## config.mk

```make
export PLATFORM = sky130hd
export DESIGN_NAME = pnp_logical_device_config
export DESIGN_NICKNAME = d
export VERILOG_FILES = /design/src/include/pnp_config_pkg.sv /design/src/pnp_logical_device_config.sv
export SDC_FILE = /design/constraint.sdc
export NUM_CORES = 1
export LEC_CHECK = 0
export BUFFER_PORTS_ARGS = -buffer_cell sky130_fd_sc_hd__buf_2
export CAP_MARGIN = 20
export CORE_MARGIN = 4
export CORE_UTILIZATION = 52
export CTS_CLUSTER_SIZE = 20
export DETAILED_ROUTE_END_ITERATION = 6
export GPL_ROUTABILITY_DRIVEN = 0
export PLACE_DENSITY_LB_ADDON = 0.12
export SLEW_MARGIN = 20
export SYNTH_ARGS = -nofsm -noshare
export SYNTH_HDL_FRONTEND = slang
export SYNTH_SLANG_ARGS = --single-unit
export TNS_END_PERCENT = 30
```

## constraint.sdc

```tcl
create_clock -name i_clock -period 3.8 [get_ports i_clock]
set_clock_uncertainty 0.05 [all_clocks]
set_input_delay 0.38 -clock i_clock [delete_from_list [all_inputs] [get_ports i_clock]]
set_output_delay 0.38 -clock i_clock [all_outputs]
set_load 0.03 [all_outputs]
```

## src/include/pnp_config_pkg.sv

```systemverilog
package pnp_config_pkg;

  typedef enum logic [1:0] {
    jumper_mode,
    vendor_jumperless_mode,
    plug_play_mode
  } config_mode_t;

  typedef enum logic {
    wait_for_key,
    config_open
  } key_state_t;

  // Register indices on the configuration address port
  localparam logic [7:0] IDX_SELECT_NUMBER    = 8'h06;
  localparam logic [7:0] IDX_ACTIVATE         = 8'h30;
  localparam logic [7:0] IDX_ROM_BASE_HIGH    = 8'h40;
  localparam logic [7:0] IDX_ROM_BASE_LOW     = 8'h41;
  localparam logic [7:0] IDX_MEMORY_CONTROL   = 8'h42;
  localparam logic [7:0] IDX_IO_BASE_HIGH     = 8'h60;
  localparam logic [7:0] IDX_IO_BASE_LOW      = 8'h61;
  localparam logic [7:0] IDX_IRQ_LEVEL        = 8'h70;
  localparam logic [7:0] IDX_IRQ_TYPE         = 8'h71;
  localparam logic [7:0] IDX_DMA_SELECT_ZERO  = 8'h74;
  localparam logic [7:0] IDX_DMA_SELECT_ONE   = 8'h75;
  localparam logic [7:0] IDX_CONFIG_ZERO      = 8'hF0;
  localparam logic [7:0] IDX_CONFIG_ONE       = 8'hF1;
  localparam logic [7:0] IDX_CONFIG_TWO       = 8'hF2;
  localparam logic [7:0] IDX_CONFIG_THREE     = 8'hF3;
  localparam logic [7:0] IDX_SAVED_SELECT     = 8'hF5;
  localparam logic [7:0] IDX_VENDOR_COMMAND   = 8'hF6;

  // Writable bit masks, every other bit is fixed at zero
  localparam logic [7:0] MASK_ROM_BASE_HIGH   = 8'h0D;
  localparam logic [7:0] MASK_ROM_BASE_LOW    = 8'hC0;
  localparam logic [7:0] MASK_IO_BASE_HIGH    = 8'h03;
  localparam logic [7:0] MASK_IO_BASE_LOW     = 8'hE0;
  localparam logic [7:0] MASK_IRQ_LEVEL       = 8'h0F;
  localparam logic [7:0] MASK_ACTIVATE        = 8'h01;

  // Fixed read values
  localparam logic [7:0] VALUE_MEMORY_CONTROL = 8'h00;
  localparam logic [7:0] VALUE_IRQ_TYPE       = 8'h02;
  localparam logic [7:0] VALUE_DMA_SELECT     = 8'h04;
  localparam logic [7:0] VALUE_ZERO           = 8'h00;

  localparam int VENDOR_RESET_SELECT_BIT = 2;

  // Vendor configuration mirror field positions
  localparam int CFG0_JUMPER_BIT     = 3;
  localparam int CFG0_PLUG_PLAY_BIT  = 2;
  localparam int CFG3_PLUG_PLAY_BIT  = 7;
  localparam int CFG3_INACTIVE_BIT   = 0;

  localparam int KEY_LENGTH = 32;
  localparam logic [4:0] KEY_LAST = 5'h1F;

  localparam logic [1:0][0:31][7:0] KEY_TABLE = '{
    '{8'h6A, 8'hB5, 8'hDA, 8'hED, 8'hF6, 8'hFB, 8'h7D, 8'hBE,
      8'hDF, 8'h6F, 8'h37, 8'h1B, 8'h0D, 8'h86, 8'hC3, 8'h61,
      8'hB0, 8'h58, 8'h2C, 8'h16, 8'h8B, 8'h45, 8'hA2, 8'hD1,
      8'hE8, 8'h74, 8'h3A, 8'h9D, 8'hCE, 8'hE7, 8'h73, 8'h39},
    '{8'hDA, 8'h6D, 8'h36, 8'h1B, 8'h8D, 8'h46, 8'h23, 8'h91,
      8'h48, 8'hA4, 8'hD2, 8'h69, 8'h34, 8'h9A, 8'h4D, 8'h26,
      8'h13, 8'h89, 8'h44, 8'hA2, 8'h51, 8'h28, 8'h94, 8'hCA,
      8'h65, 8'h32, 8'h19, 8'h0C, 8'h86, 8'h43, 8'hA1, 8'h50}
  };
  localparam int PLUG_PLAY_KEY = 1;
  localparam int VENDOR_KEY    = 0;

endpackage : pnp_config_pkg

```

## src/pnp_logical_device_config.sv

```systemverilog
`timescale 1ns/10ps
`default_nettype none

module pnp_logical_device_config (
  input  wire logic                        i_clock,
  input  wire logic                        i_reset,
  input  wire logic                        i_address_write,
  input  wire logic                        i_data_write,
  input  wire logic                        i_data_read,
  input  wire logic [7:0]                  i_write_data,
  input  wire logic                        i_jumper_strap,
  input  wire logic                        i_plug_play_strap,
  input  wire logic [15:0]                 i_jumper_io_base,
  input  wire logic [3:0]                  i_jumper_irq_level,
  input  wire logic [15:0]                 i_jumper_rom_base,
  input  wire logic                        i_eeprom_plug_play,
  input  wire logic                        i_eeprom_inactive_at_powerup_n,
  input  wire logic [15:0]                 i_eeprom_io_base,
  input  wire logic [3:0]                  i_eeprom_irq_level,
  input  wire logic [15:0]                 i_eeprom_rom_base,
  input  wire logic [4:0]                  i_eeprom_rom_size,
  input  wire logic                        i_eeprom_load,
  output logic      [7:0]                  o_read_data,
  output pnp_config_pkg::config_mode_t     o_config_mode,
  output logic                             o_config_open,
  output logic                             o_device_active,
  output logic      [15:0]                 o_io_base,
  output logic      [3:0]                  o_irq_level,
  output logic      [23:0]                 o_boot_rom_base,
  output logic      [4:0]                  o_boot_rom_size,
  output logic      [7:0]                  o_card_select_number
);
  import pnp_config_pkg::*;

  config_mode_t mode_next;
  config_mode_t mode_reg;
  key_state_t   key_state_reg;
  logic         restore;
  logic         power_up_active;
  logic [7:0]   index_reg;
  logic [7:0]   rom_base_high_reg;
  logic [7:0]   rom_base_low_reg;
  logic [7:0]   io_base_high_reg;
  logic [7:0]   io_base_low_reg;
  logic [7:0]   irq_level_reg;
  logic [7:0]   activate_reg;
  logic [4:0]   rom_size_reg;
  logic [7:0]   select_number_reg;
  logic [7:0]   saved_select_reg;
  logic [7:0]   config_zero;
  logic [7:0]   config_one;
  logic [7:0]   config_two;
  logic [7:0]   config_three;
  logic [7:0]   read_next;
  logic [15:0]  source_io_base;
  logic [15:0]  source_rom_base;
  logic [3:0]   source_irq_level;
  logic [1:0]   key_done;
  logic         key_accept;
  logic         reg_write;
  logic         vendor_reset_select;

  // Straps are live levels; mode follows them every cycle
  always_comb begin
    if (i_jumper_strap) begin
      mode_next = jumper_mode;
    end else if (i_plug_play_strap || i_eeprom_plug_play) begin
      mode_next = plug_play_mode;
    end else begin
      mode_next = vendor_jumperless_mode;
    end
  end

  always_ff @(posedge i_clock) begin
    if (i_reset) begin
      mode_reg <= jumper_mode;
    end else begin
      mode_reg <= mode_next;
    end
  end

  assign restore = i_reset || i_eeprom_load;

  always_comb begin
    if (mode_next == jumper_mode) begin
      source_io_base   = i_jumper_io_base;
      source_rom_base  = i_jumper_rom_base;
      source_irq_level = i_jumper_irq_level;
    end else begin
      source_io_base   = i_eeprom_io_base;
      source_rom_base  = i_eeprom_rom_base;
      source_irq_level = i_eeprom_irq_level;
    end
  end

  // Only plug-play mode honours the EEPROM inactive bit
  assign power_up_active = (mode_next == plug_play_mode) ?
                           !i_eeprom_inactive_at_powerup_n : 1'b1;

  // Key matchers, one per key, restart on any mismatch
  genvar k;
  generate
    for (k = 0; k < 2; k++) begin : key_match
      logic [4:0] count_reg;
      assign key_done[k] = i_address_write &&
                           (key_state_reg == wait_for_key) &&
                           (count_reg == KEY_LAST) &&
                           (i_write_data == KEY_TABLE[k][KEY_LAST]);
      always_ff @(posedge i_clock) begin
        if (i_reset || key_state_reg != wait_for_key) begin
          count_reg <= 5'h00;
        end else if (i_address_write) begin
          if (i_write_data == KEY_TABLE[k][count_reg]) begin
            count_reg <= count_reg + 5'h01;
          end else if (i_write_data == KEY_TABLE[k][0]) begin
            count_reg <= 5'h01;
          end else begin
            count_reg <= 5'h00;
          end
        end
      end
    end
  endgenerate

  // Standard key only counts once plug-play mode is latched
  assign key_accept = key_done[VENDOR_KEY] ||
                      (key_done[PLUG_PLAY_KEY] &&
                       mode_reg == plug_play_mode);

  always_ff @(posedge i_clock) begin
    if (i_reset) begin
      key_state_reg <= wait_for_key;
    end else if (key_accept) begin
      key_state_reg <= config_open;
    end
  end

  // Index only moves once configuration is open, else bytes are key
  always_ff @(posedge i_clock) begin
    if (i_reset) begin
      index_reg <= VALUE_ZERO;
    end else if (i_address_write && key_state_reg == config_open) begin
      index_reg <= i_write_data;
    end
  end

  assign reg_write = i_data_write && key_state_reg == config_open;
  assign vendor_reset_select = reg_write &&
                               index_reg == IDX_VENDOR_COMMAND &&
                               i_write_data[VENDOR_RESET_SELECT_BIT];

  // Resource registers; read-only bits never store anything
  always_ff @(posedge i_clock) begin
    if (restore) begin
      rom_base_high_reg <= source_rom_base[15:8] & MASK_ROM_BASE_HIGH;
      rom_base_low_reg  <= source_rom_base[7:0] & MASK_ROM_BASE_LOW;
      io_base_high_reg  <= source_io_base[15:8] & MASK_IO_BASE_HIGH;
      io_base_low_reg   <= source_io_base[7:0] & MASK_IO_BASE_LOW;
      irq_level_reg     <= {4'h0, source_irq_level};
    end else if (reg_write) begin
      unique case (index_reg)
        IDX_ROM_BASE_HIGH:
          rom_base_high_reg <= i_write_data & MASK_ROM_BASE_HIGH;
        IDX_ROM_BASE_LOW:
          rom_base_low_reg <= i_write_data & MASK_ROM_BASE_LOW;
        IDX_IO_BASE_HIGH:
          io_base_high_reg <= i_write_data & MASK_IO_BASE_HIGH;
        IDX_IO_BASE_LOW:
          io_base_low_reg <= i_write_data & MASK_IO_BASE_LOW;
        IDX_IRQ_LEVEL:
          irq_level_reg <= i_write_data & MASK_IRQ_LEVEL;
        default: begin
          // Read-only and unknown indices drop the write
        end
      endcase
    end
  end

  // Size has no software path at all
  always_ff @(posedge i_clock) begin
    if (restore) begin
      rom_size_reg <= i_eeprom_rom_size;
    end
  end

  // Restore overrides software; otherwise writes always win
  always_ff @(posedge i_clock) begin
    if (restore) begin
      activate_reg <= {7'h00, power_up_active};
    end else if (reg_write && index_reg == IDX_ACTIVATE) begin
      activate_reg <= i_write_data & MASK_ACTIVATE;
    end
  end

  // Select number survives auto-load; bus reset or the vendor reset-select command clears it
  always_ff @(posedge i_clock) begin
    if (i_reset) begin
      select_number_reg <= VALUE_ZERO;
    end else if (vendor_reset_select) begin
      select_number_reg <= VALUE_ZERO;
    end else if (reg_write && index_reg == IDX_SELECT_NUMBER) begin
      select_number_reg <= i_write_data;
    end
  end

  // Saved copy ignores the vendor clear
  always_ff @(posedge i_clock) begin
    if (i_reset) begin
      saved_select_reg <= VALUE_ZERO;
    end else if (reg_write && index_reg == IDX_SELECT_NUMBER) begin
      saved_select_reg <= i_write_data;
    end
  end

  // Vendor copies are live views of the strap inputs, mode and resource state
  always_comb begin
    config_zero = VALUE_ZERO;
    config_zero[CFG0_JUMPER_BIT]    = i_jumper_strap;
    config_zero[CFG0_PLUG_PLAY_BIT] = i_plug_play_strap;
    config_one   = {io_base_high_reg[1:0], io_base_low_reg[7:5],
                    irq_level_reg[2:0]};
    config_two   = {3'h0, rom_size_reg};
    config_three = VALUE_ZERO;
    config_three[CFG3_PLUG_PLAY_BIT] = (mode_reg == plug_play_mode);
    config_three[CFG3_INACTIVE_BIT]  = (mode_reg == plug_play_mode) &&
                                       i_eeprom_inactive_at_powerup_n;
  end

  always_comb begin
    unique case (index_reg)
      IDX_SELECT_NUMBER:   read_next = select_number_reg;
      IDX_ACTIVATE:        read_next = activate_reg;
      IDX_ROM_BASE_HIGH:   read_next = rom_base_high_reg;
      IDX_ROM_BASE_LOW:    read_next = rom_base_low_reg;
      IDX_MEMORY_CONTROL:  read_next = VALUE_MEMORY_CONTROL;
      IDX_IO_BASE_HIGH:    read_next = io_base_high_reg;
      IDX_IO_BASE_LOW:     read_next = io_base_low_reg;
      IDX_IRQ_LEVEL:       read_next = irq_level_reg;
      IDX_IRQ_TYPE:        read_next = VALUE_IRQ_TYPE;
      IDX_DMA_SELECT_ZERO: read_next = VALUE_DMA_SELECT;
      IDX_DMA_SELECT_ONE:  read_next = VALUE_DMA_SELECT;
      IDX_CONFIG_ZERO:     read_next = config_zero;
      IDX_CONFIG_ONE:      read_next = config_one;
      IDX_CONFIG_TWO:      read_next = config_two;
      IDX_CONFIG_THREE:    read_next = config_three;
      IDX_SAVED_SELECT:    read_next = saved_select_reg;
      // Command bit is a pulse, never stored
      default:             read_next = VALUE_ZERO;
    endcase
  end

  // Closed port reads zero so a probe before the key sees nothing
  always_ff @(posedge i_clock) begin
    if (i_reset) begin
      o_read_data <= VALUE_ZERO;
    end else if (i_data_read) begin
      o_read_data <= (key_state_reg == config_open) ? read_next : VALUE_ZERO;
    end
  end

  assign o_config_mode        = mode_reg;
  assign o_config_open        = (key_state_reg == config_open);
  assign o_device_active      = activate_reg[0];
  assign o_io_base            = {io_base_high_reg, io_base_low_reg};
  assign o_irq_level          = irq_level_reg[3:0];
  assign o_boot_rom_base      = {rom_base_high_reg, rom_base_low_reg, 8'h00};
  assign o_boot_rom_size      = rom_size_reg;
  assign o_card_select_number = select_number_reg;

endmodule : pnp_logical_device_config

`default_nettype wire

```

==> run metrics, run 1 <==
worst rel slew slack=about two fifths; die area=11100 um^2; width of the chip=roughly 110 um; post-CTS sizing=0; ys async rst share=0%; Yosys warning count=0; most frequent cells in the layout=buf_2 (89), nand2_1 (60), a21oi_1 (51); layout cell share with drive strength beyond 1=21.89%; Die Ht=105.4 um; Buf/Inv on CP=1; DRC errors left=0; register area share after synthesis=30.46%; count of pins over their slew limit=0; area delta synth->final=10.23%; Vias/cell=5.973; Vias=4617; RSZ-0062 raised after global routing=no; Total GRT Usage=23.77%; Least-Margin Pin Slew=around 0.9 ns; LEAKAGE=2.033 nW; GR Overflow Total=0; status=finished clean; # diodes=0; Final Cell Area=5433 um^2; Post-Syn Area per Cell=approximately 8.5 um^2; Setup Crit Path Kind=flop to flop; crit end category=flop; CTS tree=yes; Tcrit/Tclk final=a little over four fifths; initial antenna violation count=0; clk buf depth=2; clock-pin slew on the worst setup and hold paths=~0.070 ns; wire per inst=17.46 um; Max IR drop VDD=0.0002215 V; CP max stage cell=dfxtp_1; filler cell count=893; Post-synth EDFFs=20; vias in the first global route=4149; DR pass1 iterations=5; CTS root buffer=clkbuf_8; CP max stage delay=0.58 ns; delay-heaviest family, CP=simple AND/OR/NAND/NOR gates; H-tree depth=3; Detailed Place HPWL=9983 um; Critical Path RT=4.03 ns; initial core utilization=53.34%; Total Wirelength=13490 um; CP Launch Type=flop; first-pass GRT wire length=21580 um; PwrDens=roughly 290 nW/um^2; maximum fanout along the worst path=11; Final Setup Violations=0; worst-skew pair later-pin latency=0.34 ns; crit path DAT=3.41 ns; port buffer count=89; Final Hold Fails=0; crit path cell chain=inv_1, ha_1, or2_2, a31oi_1, or3_1, a2111oi_2, nand4_1, nor2_1, a41o_1; max cap viols=0; worst hold path class=input pin to flop; DRT antenna net count=0; Synth Flop Type=dfxtp_1; Post-Route Setup TNS=0 ns; DP Area=5248 um^2; Iteration-0 DRC Markers=320; max reg flops=10; Hold-fix buffers, CTS=0; Sinks on Clock Net=65; Final min period=between 3 and 4 ns; Setup Fix Bufs, Post-CTS=0; Synth Cell Area=slightly below 5000 um^2; # IOs=164; most common cell after layout, fill and taps aside=buf_2; cell row count=35; fmax=314.6 MHz; core area=approximately 9000 um^2; Unique masters post-synth=72; CTS Buf Count=9; Gate Count Post-Synth=581; largest net degree at the start of global routing=32; number of synthesized register bits=65; Final #Nets=between 700 and 800
-- cells in the mapped netlist (4+ instances only) --
| master | n | area, um^2 |
|---|---|---|
| xnor2_1 | 7 | 61.31 |
| nor2_1 | 32 | 120.1 |
| clkbuf_1 | 25 | 93.84 |
| or2_2 | 7 | 43.79 |
| nor3_1 | 8 | 40.04 |
| edfxtp_1 | 20 | 600.6 |
| or3_1 | 6 | 37.54 |
| o31ai_1 | 5 | 37.54 |
| mux2i_1 | 27 | 270.3 |
| nand4_1 | 8 | 50.05 |
| a221oi_1 | 5 | 43.79 |
| nor4b_1 | 4 | 35.03 |
| nand2b_1 | 26 | 162.7 |
| ha_1 | 16 | 200.2 |
| nor3b_1 | 5 | 37.54 |
| a211o_1 | 4 | 35.03 |
| xor2_1 | 10 | 87.58 |
| and3b_1 | 5 | 43.79 |
| a22oi_1 | 10 | 75.07 |
| buf_4 | 32 | 240.2 |
| buf_2 | 14 | 70.07 |
| o21ai_0 | 12 | 60.06 |
| nor2b_1 | 10 | 62.56 |
| a211oi_1 | 5 | 37.54 |
| nand4b_1 | 4 | 35.03 |
| dfxtp_1 | 45 | 900.9 |
| nand2_1 | 60 | 225.2 |
| mux4_2 | 6 | 135.1 |
| a21oi_1 | 51 | 255.2 |
| a32oi_1 | 4 | 35.03 |
| a31o_2 | 5 | 43.79 |
| nand3_1 | 19 | 95.09 |
| a31oi_1 | 4 | 25.02 |
| inv_1 | 15 | 56.30 |
-- layer usage --
metal	GRT usage [%]	part of all wire [%]	routed length, um
met5	0	0	0
met4	5.998	0.96	130
met3	4.348	7.8	1058
met2	37.34	47	6342
met1	33.69	44	5962
-- cell type report --
type,count,area (um^2),share of cell area (%)
Sequential cell,65,1501,27.64
Inverter,17,63.81,1.175
Clock inverter,5,40.04,0.7370
Tap cell,129,161.4,2.971
Multi-Input combinational cell,453,3045,56.06
Clock buffer,11,145.1,2.672
Timing Repair Buffer,93,475.5,8.752
-- power by group --
group / total [W] / internal (W) / switching, W / leakage [nW]
registers: 0.000768 / 0.000746 / 0.0000220 / 0.565
logic: 0.000239 / 0.0000638 / 0.000175 / 1.37
clock network: 0.000549 / 0.000267 / 0.000283 / 0.0973
total: 0.00156 / 0.00108 / 0.000480 / 2.03
-- per-stage QoR --
step	utilization, %	power, W	hold slack [ns]	cells	worst slack, ns
floorplan	-	0.0009628	0.3857	610	1.156
global placement	56.79	0.001018	0.3947	757	0.7183
detailed placement	56.79	0.001021	0.4054	757	0.6715
CTS	58.79	0.001563	0.1466	773	0.6568
global route	58.79	0.001613	0.1455	773	0.3755
finish	58.79	0.001556	0.1608	773	0.6215
-- cell families after synthesis --
| family | synth area share (%) |
|---|---|
| compound gates | 20.84 |
| flops | 30.46 |
| buf+inv | 9.952 |
| mux | 9.215 |
| fa+ha+maj | 4.062 |
| xor+xnor | 3.021 |
| simple gates | 22.37 |
| other cells | 0.07609 |
-- worst reg2reg max path, cell delays in order (launching register included) --
cell	delay (ns)
dfxtp_1	0.58
inv_1	0.22
ha_1	0.53
or2_2	0.19
a31oi_1	0.09
or3_1	0.36
a2111oi_2	0.39
nand4_1	0.27
nor2_1	0.25
a41o_1	0.19
-- worst paths after layout --
| path | cells after the start | slack, ns | start | to |
|---|---|---|---|---|
| min reg2reg | 2 | 0.42 | saved_select_reg[4]$_SDFFE_PP0P_ | saved_select_reg[4]$_SDFFE_PP0P_ |
| max | 9 | 0.62 | key_match[0].count_reg[0]$_SDFFE_PP0P_ | key_match[0].count_reg[1]$_SDFFE_PP0P_ |
| max reg2reg | 9 | 0.62 | key_match[0].count_reg[0]$_SDFFE_PP0P_ | key_match[0].count_reg[1]$_SDFFE_PP0P_ |
| min | 1 | 0.16 | i_eeprom_rom_size[0] | o_boot_rom_size[0]$_DFFE_PN_ |
No activity file was read; power rests on OpenSTA's default activity.
==> run 2, diff against run 1 <==
==> constraint.sdc (replaced) <==
create_clock -name i_clock -period 3.3 [get_ports i_clock]
set_clock_uncertainty 0.05 [all_clocks]
set_input_delay 0.33 -clock i_clock [delete_from_list [all_inputs] [get_ports i_clock]]
set_output_delay 0.33 -clock i_clock [all_outputs]
set_load 0.03 [all_outputs]
==> run metrics, run 2 (synthesized netlist as in run 1, its figures left out) <==
Vias=4563; Total Wirelength=13650 um; Final WS setup=roughly 0.41 ns; post-CTS sizing=0; delay-heaviest family, CP=flip-flops; Final Setup Violations=0; DRT antenna net count=0; fmax=between 300 and 400 MHz; Detailed Place HPWL=slightly above 10000 um; maximum fanout along the worst path=26; DP Area=5330 um^2; Final Hold Fails=0; area delta synth->final=12.26%; Vias/cell=around 5.8; Clock Power Share=37.8%; cell row count=35; worst-skew pair later-pin latency=0.33 ns; Worst Hold Path EP=o_boot_rom_size[4]$_DFFE_PN_; utilization after layout=between 50% and 60%; Iteration-0 DRC Markers=440; wire per inst=17.41 um; die area=11100 um^2; CTS tree=yes; Setup Fix Bufs, Post-CTS=0; CP max stage delay=0.94 ns; R2R Setup Slk=0.41 ns; Die Ht=105.4 um; worst rel slew slack=37.26%; PwrDens=337.1 nW/um^2; FF-to-FF End=key_match[0].count_reg[4]$_SDFFE_PP0P_; crit path cell chain=mux2_2, o22ai_1, or3_1, a2111oi_2, nand4_1, nor2_1, a41o_1; Final #Nets=761; vias in the first global route=between 4000 and 5000; most frequent cells in the layout=buf_2 (89), nand2_1 (60), a21oi_1 (51); LEAKAGE=2.095 nW; Switching Fraction=30.02%; crit path DAT=3.11 ns; clock-pin slew on the worst setup and hold paths=approximately 0.080 ns; startpoint of the worst register-to-register path=key_match[0].count_reg[3]$_SDFFE_PP0P_; post-placement setup slack=0.4796 ns; core area=9240 um^2; CP Launch Type=flop; H-tree depth=3; port buffer count=89; # diodes=0; Buf/Inv on CP=0; clk buf depth=2; DRC errors left=0; # IOs=between 150 and 200; Comb pwr share=about 15%; worst hold path class=input pin to flop; most common cell after layout, fill and taps aside=buf_2; initial core utilization=53.34%; max cap viols=0; initial antenna violation count=0; layout cell share with drive strength beyond 1=23.05%; Post-Route Setup TNS=0 ns; DR pass1 iterations=5; Sinks on Clock Net=between 60 and 70; Max IR drop VDD=0.0002226 V; Reg2Reg Depth=7; Sw Pwr=0.0005598 W; RSZ-0062 raised after global routing=no; Hold-fix buffers, CTS=0; Seq pwr share=47.4%; largest net degree at the start of global routing=31; Tcrit/Tclk final=87.47%; count of pins over their slew limit=0; cell internal pwr=between 0.001 and 0.0015 W; Total Power Consumption=0.001865 W; first-pass GRT wire length=~22000 um; min-delay src=i_eeprom_rom_size[4]; Total GRT Usage=roughly a quarter; Setup Crit Path Kind=flop to flop; CTS Buf Count=9; Critical Path RT=3.52 ns; GR Overflow Total=0; crit end category=flop; filler cell count=approximately 870; status=finished clean; Worst Hold Depth=1; Final min period=around 2.9 ns; CP max stage cell=dfxtp_1; max reg flops=10; Final Cell Area=5533 um^2; Least-Margin Pin Slew=0.9398 ns; CTS root buffer=clkbuf_8; width of the chip=about 110 um
==> run 2: routing by layer <==
layer	part of all wire, %	vias up	track usage, %
met5	0	-	0
met1	43	2133	34.17
met2	46	219	38.11
met3	9.3	18	4.470
li1	-	2193	-
met4	1.2	0	4.873
==> run 2: through the flow <==
stage / hold slack, ns / cells
6_report: 0.1155 / 784
5_1_grt: 0.09283 / 784
4_1_cts: 0.1068 / 784
3_5_place_dp: 0.4017 / 768
3_3_place_gp: 0.3950 / 768
2_1_floorplan: 0.3570 / 610
==> run 2: worst max-delay path by stage <==
| stage | from | end | cells past startpoint |
|---|---|---|---|
| after global routing | key_match[0].count_reg[3]$_SDFFE_PP0P_ | key_match[0].count_reg[4]$_SDFFE_PP0P_ | 7 |
| after detailed placement | key_match[0].count_reg[3]$_SDFFE_PP0P_ | key_match[0].count_reg[1]$_SDFFE_PP0P_ | 7 |
| final | key_match[0].count_reg[3]$_SDFFE_PP0P_ | key_match[0].count_reg[4]$_SDFFE_PP0P_ | 7 |
| after global placement | key_match[0].count_reg[3]$_SDFFE_PP0P_ | key_match[0].count_reg[4]$_SDFFE_PP0P_ | 7 |
| after floorplan | key_match[1].count_reg[0]$_SDFFE_PP0P_ | key_match[1].count_reg[1]$_SDFFE_PP0P_ | 10 |
| after CTS | key_match[0].count_reg[3]$_SDFFE_PP0P_ | key_match[0].count_reg[4]$_SDFFE_PP0P_ | 7 |
==> run 2: power groups by stage <==
| stage | clock (W) | sequential [W] | combinational, W |
|---|---|---|---|
| finish | 0.000704 | 0.000885 | 0.000276 |
| CTS | 0.000710 | 0.000883 | 0.000276 |
| global placement | 0 | 0.000902 | 0.000271 |
| global route | 0.000751 | 0.000887 | 0.000295 |
| floorplan | 0 | 0.000954 | 0.000155 |
| detailed placement | 0 | 0.000901 | 0.000275 |
==> run 2: final cells by class <==
cell class	count	area, um^2	share of cell area (%)
inverter	17	63.81	1.153
tap	129	161.4	2.917
clock inverter	6	65.06	1.176
sequential	65	1501	27.14
multi-input combinational	453	3045	55.04
timing repair buffer	104	558.0	10.09
clock buffer	10	137.6	2.488
